--- config.mk ---
export PLATFORM = sky130hd
export DESIGN_NAME = wwd_timer
export DESIGN_NICKNAME = d
export VERILOG_FILES = /design/src/logic/wwd_pkg.sv /design/src/logic/wwd_timer.sv
export VERILOG_INCLUDE_DIRS = /design/src /design/src/logic
export SDC_FILE = /design/constraint.sdc
export NUM_CORES = 1
export LEC_CHECK = 0
export BUFFER_PORTS_ARGS = -buffer_cell sky130_fd_sc_hd__buf_2
export CELL_PAD_IN_SITES_DETAIL_PLACEMENT = 0
export CELL_PAD_IN_SITES_GLOBAL_PLACEMENT = 1
export CORE_MARGIN = 2
export CORE_UTILIZATION = 40
export CTS_CLUSTER_DIAMETER = 40
export DETAILED_ROUTE_END_ITERATION = 6
export GPL_TIMING_DRIVEN = 0
export PLACE_DENSITY = 0.85
export SKIP_LAST_GASP = 1
export SYNTH_ARGS = -nofsm -noshare
export SYNTH_HDL_FRONTEND = slang
export SYNTH_SLANG_ARGS = --single-unit
export TNS_END_PERCENT = 100
--- constraint.sdc ---
create_clock -name clk -period 3.1 [get_ports clk]
set_input_delay 0.155 -clock clk [delete_from_list [all_inputs] [get_ports clk]]
set_output_delay 0.155 -clock clk [all_outputs]
set_load 0.02 [all_outputs]
--- src/logic/wwd_map.svh ---
// register offsets, field positions, codes and reset values of the windowed watchdog
// assumes inclusion by bare name from the design file
`ifndef WWD_MAP_SVH
`define WWD_MAP_SVH
`define WWD_ADDR_CONTROL 4'h4
`define WWD_ADDR_CODE 4'h5
`define WWD_ADDR_COUNT 4'h6
`define WWD_ADDR_STATE 4'h7
`define WWD_CODE_CLEAR 8'h4E
`define WWD_CODE_DISABLE 8'hB1
`define WWD_CTL_EN_BIT 7
`define WWD_CTL_WIN_HI 6
`define WWD_CTL_WIN_LO 5
`define WWD_CTL_TIME_HI 4
`define WWD_CTL_TIME_LO 3
`define WWD_CTL_ACT_BIT 1
`define WWD_CTL_RESET 8'h80
`define WWD_STATE_UPPER 5'h0B
`define WWD_COUNT_MAX 8'hFF
`define WWD_DIV_BASE 8
`endif

--- src/logic/wwd_pkg.sv ---
// types shared by the windowed watchdog design
// assumes the map header for numeric constants
package wwd_pkg;
   typedef enum logic [1:0] {WWD_WIN_ANY, WWD_WIN_HALF, WWD_WIN_QUARTER, WWD_WIN_EIGHTH} wwd_window_e;
   typedef logic [7:0] wwd_byte_t;
endpackage

--- src/logic/wwd_timer.sv ---
// windowed watchdog: 8-bit up counter on a divided clock, clear window, nmi or reset on overflow
// assumes same-clock register port, mode inputs from the power manager already synchronous
//
// Operation
// RULE1: action select zero makes each counter overflow raise an interrupt request
// RULE2: the interrupt request is non-maskable, independent of master enable
// RULE3: a new watchdog interrupt preempts any interrupt in service
// RULE4: action select one makes overflow raise a chip reset request
// RULE5: clear code write zeroes the counter, counting continues
// RULE6: disable code stops the watchdog only when count enable is zero
// RULE7: software clears inside the window before overflow
// RULE8: clear code coinciding with overflow clears and suppresses overflow
// RULE9: counter monitor read returns the live counter value
// RULE10: operating state flag reads one when enabled, zero when disabled
// RULE11: overflow interrupt flag sets on overflow-caused interrupt
// RULE12: window violation flag sets on clear attempt outside window
// RULE13: status read clears both cause flags
// RULE14: set condition coinciding with status read wins
// RULE15: enable bit starts counting, resets to one, disabling zeroes counter
// RULE16: window 00 allows clears any time, else early clear interrupts
// RULE17: two-bit time select picks four growing overflow periods
// RULE18: counter holds in stop, idle and sleep modes
// RULE19: overflow is wrap from all ones to zero, counting continues
`include "wwd_map.svh"
`timescale 1ns/100ps
`default_nettype none
module wwd_timer #(
   parameter int DIV_WIDTH = 16
) (
   input wire logic clk,
   input wire logic reset,
   input wire logic [3:0] addr,
   input wire logic [7:0] wdata,
   input wire logic wr,
   input wire logic rd,
   input wire logic low_power_hold,
   output logic [7:0] rdata,
   output logic nmi_req,
   output logic chip_reset_req
);
   wwd_pkg::wwd_byte_t watchdog_control_reg;
   logic [DIV_WIDTH-1:0] div_reg;
   logic [7:0] count_reg;
   logic active_reg;
   logic overflow_irq_flag;
   logic window_violation_flag;
   logic tick;
   logic overflow;
   logic clear_hit;
   logic disable_hit;
   logic early_clear;
   logic in_window;
   logic [1:0] time_sel;
   wwd_pkg::wwd_window_e win_sel;

   // tap of the prescaler chosen by the time select; each step quarters the rate
   function automatic logic div_tap(input logic [DIV_WIDTH-1:0] d, input logic [1:0] sel);
      div_tap = d[`WWD_DIV_BASE + 2 * sel - 1];
   endfunction

   assign time_sel = watchdog_control_reg[`WWD_CTL_TIME_HI:`WWD_CTL_TIME_LO];
   assign win_sel = wwd_pkg::wwd_window_e'(watchdog_control_reg[`WWD_CTL_WIN_HI:`WWD_CTL_WIN_LO]);
   assign clear_hit = wr && addr == `WWD_ADDR_CODE && wdata == `WWD_CODE_CLEAR;
   assign disable_hit = wr && addr == `WWD_ADDR_CODE && wdata == `WWD_CODE_DISABLE
                        && !watchdog_control_reg[`WWD_CTL_EN_BIT]; // [RULE6]
   // tick only on the rising edge of the selected prescaler tap
   assign tick = active_reg && !low_power_hold && (div_reg[`WWD_DIV_BASE + 2 * time_sel - 1] == 1'b0)
                 && div_tap(div_reg + DIV_WIDTH'(1), time_sel); // [RULE17] [RULE18]
   assign overflow = tick && count_reg == `WWD_COUNT_MAX && !clear_hit && !disable_hit; // [RULE8] [RULE19]

   always_comb
   begin
      case (win_sel)
         wwd_pkg::WWD_WIN_ANY: in_window = 1'b1; // [RULE16]
         wwd_pkg::WWD_WIN_HALF: in_window = count_reg[7];
         wwd_pkg::WWD_WIN_QUARTER: in_window = &count_reg[7:6];
         wwd_pkg::WWD_WIN_EIGHTH: in_window = &count_reg[7:5];
         default: in_window = 1'b1;
      endcase
   end
   assign early_clear = clear_hit && active_reg && !in_window; // [RULE16]

   always_ff @(posedge clk)
   begin
      if (reset)
         watchdog_control_reg <= `WWD_CTL_RESET; // [RULE15]
      else if (wr && addr == `WWD_ADDR_CONTROL)
         watchdog_control_reg <= wdata;
   end

   // operation state: re-enabled by setting the enable bit, stopped only by the disable code
   always_ff @(posedge clk)
   begin
      if (reset)
         active_reg <= 1'b1;
      else if (disable_hit)
         active_reg <= 1'b0; // [RULE6]
      else if (watchdog_control_reg[`WWD_CTL_EN_BIT])
         active_reg <= 1'b1; // [RULE15]
   end

   // prescaler frozen in low-power modes so the counter phase is kept
   always_ff @(posedge clk)
   begin
      if (reset || !active_reg)
         div_reg <= '0;
      else if (!low_power_hold)
         div_reg <= div_reg + DIV_WIDTH'(1); // [RULE18]
   end

   always_ff @(posedge clk)
   begin
      if (reset || disable_hit || !active_reg)
         count_reg <= '0; // [RULE15]
      else if (clear_hit && !early_clear)
         count_reg <= '0; // [RULE5] [RULE8]
      else if (tick)
         count_reg <= count_reg + 8'h01; // [RULE19]
   end

   always_ff @(posedge clk)
   begin
      if (reset)
         nmi_req <= 1'b0;
      else
         nmi_req <= (overflow && !watchdog_control_reg[`WWD_CTL_ACT_BIT]) || early_clear; // [RULE1] [RULE2] [RULE3]
   end

   always_ff @(posedge clk)
   begin
      if (reset)
         chip_reset_req <= 1'b0;
      else
         chip_reset_req <= overflow && watchdog_control_reg[`WWD_CTL_ACT_BIT]; // [RULE4]
   end

   always_ff @(posedge clk)
   begin
      if (reset)
         overflow_irq_flag <= 1'b0;
      else if (overflow && !watchdog_control_reg[`WWD_CTL_ACT_BIT])
         overflow_irq_flag <= 1'b1; // [RULE11] [RULE14]
      else if (rd && addr == `WWD_ADDR_STATE)
         overflow_irq_flag <= 1'b0; // [RULE13]
   end

   always_ff @(posedge clk)
   begin
      if (reset)
         window_violation_flag <= 1'b0;
      else if (early_clear)
         window_violation_flag <= 1'b1; // [RULE12] [RULE14]
      else if (rd && addr == `WWD_ADDR_STATE)
         window_violation_flag <= 1'b0; // [RULE13]
   end

   // unmapped and write-only addresses read as zero
   always_ff @(posedge clk)
   begin
      if (reset)
         rdata <= 8'h00;
      else if (rd)
      begin
         case (addr)
            `WWD_ADDR_CONTROL: rdata <= watchdog_control_reg;
            `WWD_ADDR_COUNT: rdata <= count_reg; // [RULE9]
            `WWD_ADDR_STATE: rdata <= {`WWD_STATE_UPPER, overflow_irq_flag, window_violation_flag,
                                       active_reg}; // [RULE10]
            default: rdata <= 8'h00;
         endcase
      end
      else
         rdata <= 8'h00;
   end

   a_clear_zeroes: assert property (@(posedge clk) disable iff (reset)
      clear_hit && !early_clear |=> count_reg == 8'h00) // [RULE5]
      else $error("clear code did not zero counter");
   a_disable_stops: assert property (@(posedge clk) disable iff (reset)
      disable_hit |=> !active_reg && count_reg == 8'h00) // [RULE6]
      else $error("disable code did not stop watchdog");
   a_nmi_overflow: assert property (@(posedge clk) disable iff (reset)
      tick && count_reg == `WWD_COUNT_MAX && !clear_hit && !disable_hit && !watchdog_control_reg[`WWD_CTL_ACT_BIT]
      |=> nmi_req && overflow_irq_flag) // [RULE1]
      else $error("overflow in interrupt mode gave no nmi");
   a_reset_overflow: assert property (@(posedge clk) disable iff (reset)
      overflow && watchdog_control_reg[`WWD_CTL_ACT_BIT] |=> chip_reset_req && !nmi_req) // [RULE4]
      else $error("overflow in reset mode gave no reset request");
   a_clear_beats_ovf: assert property (@(posedge clk) disable iff (reset)
      clear_hit && !early_clear |=> !chip_reset_req && !overflow_irq_flag || $past(overflow_irq_flag)) // [RULE8]
      else $error("overflow detected despite clear");
   a_window_flag: assert property (@(posedge clk) disable iff (reset)
      early_clear |=> window_violation_flag && nmi_req && count_reg != 8'h00 || $past(count_reg) == 8'h00) // [RULE12]
      else $error("early clear not flagged");
   a_read_clears: assert property (@(posedge clk) disable iff (reset)
      rd && addr == `WWD_ADDR_STATE && !overflow && !early_clear |=> !overflow_irq_flag && !window_violation_flag) // [RULE13]
      else $error("status read did not clear flags");
   a_set_wins: assert property (@(posedge clk) disable iff (reset)
      rd && addr == `WWD_ADDR_STATE && early_clear |=> window_violation_flag) // [RULE14]
      else $error("set lost against status read");
   a_hold_counter: assert property (@(posedge clk) disable iff (reset)
      low_power_hold && !wr ##1 low_power_hold |-> $stable(count_reg)) // [RULE18]
      else $error("counter moved in low power mode");
   a_count_read: assert property (@(posedge clk) disable iff (reset)
      rd && addr == `WWD_ADDR_COUNT |=> rdata == $past(count_reg)) // [RULE9]
      else $error("counter read mismatch");
   c_overflow_nmi: cover property (@(posedge clk) nmi_req && overflow_irq_flag);
   c_overflow_reset: cover property (@(posedge clk) chip_reset_req);
   c_early_clear: cover property (@(posedge clk) early_clear);
   c_disable: cover property (@(posedge clk) disable_hit);
endmodule
`default_nettype wire

==> results.json <==
{
  "cts_buffers": 5,
  "synthArstFlopShare": 0,
  "wire_per_inst_um": 13.1,
  "cp_cell_sequence": "clkinvlp_4 -> ha_4 -> buf_6 -> mux4_2 -> or4b_4 -> a211oi_2 -> nand4bb_1 -> buf_6 -> a2111oi_4 -> o21bai_1",
  "finalCriticalPeriod_ps": 2960,
  "die-area_mm2": 0.00657,
  "htreeDepth": 2,
  "netlist_instances": 269,
  "maxCapViolCount": 0,
  "hold_path.class": "in -> reg",
  "grt_pass1_vias": 1765,
  "drt_drc_violations_left": 0,
  "gp_routability_congestion": 0.829,
  "largest_reg_flops": 16,
  "r2r_slack_ps": 140,
  "ys_warn_count": 0,
  "worstSkewPairLatency_ps": 300,
  "drive_gt1_frac": 0.207,
  "path_class": "reg -> reg",
  "avgSynthCellArea_um2": 8.82,
  "cp.required_ps": 3340,
  "cpPeakStageDelay_ps": 530,
  "tritoncts": "yes",
  "critPathSlowestCell": "or4b_4",
  "clk_pin_slew_ps": 90,
  "synth.distinct_cells": 55,
  "grt_max_degree": 15,
  "io_buffers": 25,
  "clk_path_buf_depth": 2,
  "grt_pass1_wl_um": 8360,
  "layout.cells.non_filler": 384,
  "dp_cells": 369,
  "fin_crit_sh": 0.955,
  "root_buffer": "clkbuf_8",
  "layout.nets": 328,
  "yosysTopAreaCellShare": 0.380,
  "drt-initial-drc-count": 92,
  "cpMostUsedCell": "buf_6",
  "drt_pre_antenna_iters": 4,
  "rsz0062_at_grt": "no",
  "vias": 1995,
  "ys_ff_latch": 45,
  "initial_core_util": 0.408,
  "slew_headroom": 0.592,
  "via_per_inst": 5.20,
  "cp_max_fo": 8,
  "gr-total-overflow": 0,
  "synth.area.top_cells": "dfxtp_1, mux2i_1, nor2_1, nand2_1, xor2_1",
  "worst_pin_slew_ps": 609,
  "max_freq_ghz": 0.338,
  "antenna_cells": 0,
  "design.core.area_mm2": 0.00582,
  "yosysTopAreaCell": "dfxtp_1",
  "totalWireLength_um": 5050,
  "end_kind": "flop",
  "finalSetupTns_ps": 0,
  "critPathBufInv": 3,
  "power_density_mw_per_mm2": 401,
  "status": "complete, no violations",
  "synth_edf_count": 0,
  "die_w_um": 81.0,
  "crit_family": "compound AO/OA/AOI/OAI gates",
  "grt_usage": 0.165,
  "preCtsSetupSlack_ps": -214,
  "clkSinkCount": 45,
  "ir_worst_vdd_uv": 237,
  "place_hpwl_um": 3720,
  "slew_viol_final": 0,
  "ys_seq_area_frac": 0.380,
  "start_kind": "flop",
  "num_rows": 28,
  "finalClockSkew_ps": 7.33,
  "fp.dieH_um": 81.0,
  "crit_arrival_ps": 3200,
  "syn_nets": 289,
  "worst_slack_ps": 141,
  "ant_nets": 0,
  "pin_count": 27,
  "final_util": 0.482,
  "synthesis.area_mm2": 0.00237,
  "antenna_found_initial": 0,
  "synth_ff_type": "dfxtp_1",
  "syn_to_final_growth_pct": 18.1,
  "setup_viol": 0,
  "hold_viol_final": 0,
  "holdBufCountCts": 0,
  "leakagePower_uw": 0.00101
}
-- kinds of logic (layout without fill, tap and decap cells) --
logic type | after synthesis | after routing | synth area share
and+or+nand+nor | 120 | 120 | 0.261
DFF | 45 | 45 | 0.380
AOI/OAI and AO/OA | 45 | 45 | 0.137
buffers and inverters | 20 | 60 | 0.0511
muxes | 20 | 20 | 0.0965
adders and majority gates | 3 | 3 | 0.0158
xor gates and xnor gates | 16 | 16 | 0.0590
-- synthesized netlist by cell type (4+ instances only) --
| library cell | count |
|---|---|
| nand3_1 | 11 |
| clkbuf_1 | 7 |
| xnor2_1 | 7 |
| nand2_1 | 23 |
| nand2b_1 | 7 |
| inv_1 | 6 |
| xor2_1 | 9 |
| o21ai_0 | 8 |
| a21oi_1 | 12 |
| nand4_1 | 7 |
| buf_6 | 6 |
| dfxtp_1 | 45 |
| a211oi_1 | 4 |
| nor2_1 | 39 |
| nor3_1 | 7 |
| mux2i_1 | 18 |
-- cells in the final DEF, fill, tap and decap left out, types with 2 or more instances in the layout --
master / netlist / final
o31ai_1: 2 / 2
a211oi_1: 4 / 3
ha_1: 3 / 2
dfxtp_1: 45 / 44
a21boi_0: 2 / 2
inv_1: 6 / 5
and2_1: 2 / 2
clkinvlp_4: 0 / 2
a21oi_1: 12 / 12
buf_4: 0 / 8
clkbuf_1: 7 / 7
nand2b_1: 7 / 7
nor3b_1: 2 / 2
nand4_1: 7 / 7
buf_2: 1 / 25
nor2b_1: 3 / 3
a31oi_1: 3 / 3
nand3_1: 11 / 11
nor4_1: 3 / 3
xor2_1: 9 / 9
nor2_1: 39 / 39
a211oi_2: 1 / 2
o21ai_0: 8 / 8
or4_1: 2 / 2
buf_6: 6 / 6
clkbuf_8: 0 / 6
xnor2_1: 7 / 7
mux2i_1: 18 / 18
nand2_1: 23 / 23
nor3_1: 7 / 7
-- area by class of cell --
| class | count | area, um2 |
|---|---|---|
| inverters | 6 | 26.3 |
| well taps | 75 | 93.8 |
| clock buffers | 6 | 82.6 |
| flip-flops and latches | 45 | 905 |
| clock inverters | 2 | 37.5 |
| repair buffers | 33 | 185 |
| fillers | 583 | 3010 |
| multi-input cells | 204 | 1380 |
| plain buffers | 13 | 93.8 |
-- report_power, final --
part / switching (uW) / total [uW] / internal (uW)
Combinational: 40.0 / 69.4 / 29.3
Clock: 204 / 466 / 262
Sequential: 6.38 / 588 / 582
-- worst reg2reg max path, delay by kind of cell (launching register included) --
| family | cells | cell delay [ps] |
|---|---|---|
| AND/OR/NAND/NOR | 2 | 670 |
| flip-flops | 1 | 370 |
| multiplexers | 1 | 480 |
| AO/OA/AOI/OAI | 3 | 740 |
| buffers and inverters | 3 | 370 |
| adder cells (fa/ha/maj) | 1 | 270 |
-- worst paths after layout --
check	to	depth (start not counted)	from
setup reg to reg	nmi_req	10	watchdog_control_reg[3]
hold / removal	watchdog_control_reg[7]	3	wdata[7]
hold reg to reg	window_violation_flag	2	window_violation_flag
setup / recovery	nmi_req	10	watchdog_control_reg[3]
-- metrics by stage --
step | power, uW | cell area [um2] | hold slack [ps]
2_1_floorplan | 642 | 2370 | 264
3_3_place_gp | 668 | 2590 | 400
3_5_place_dp | 668 | 2590 | 412
4_1_cts | 1140 | 2750 | 87.7
5_1_grt | 1170 | 2800 | 118
6_report | 1120 | 2800 | 95.1
-- per-layer routing --
metal / routed length [um] / vias up / GRT usage
met5: 0 / - / 0
met4: 99 / 0 / 0.0678
met3: 157 / 9 / 0.0378
met2: 2240 / 25 / 0.248
met1: 2550 / 921 / 0.226
li1: - / 1040 / -
-- what timing repair did --
action	in CTS	in global routing
setup endpoints to repair	4	4
resized for setup	6	4
setup buffers	2	6
pin swaps	2	5
cloned	0	0
hold endpoints to repair	0	0
No activity file was read; power rests on OpenSTA's default activity.
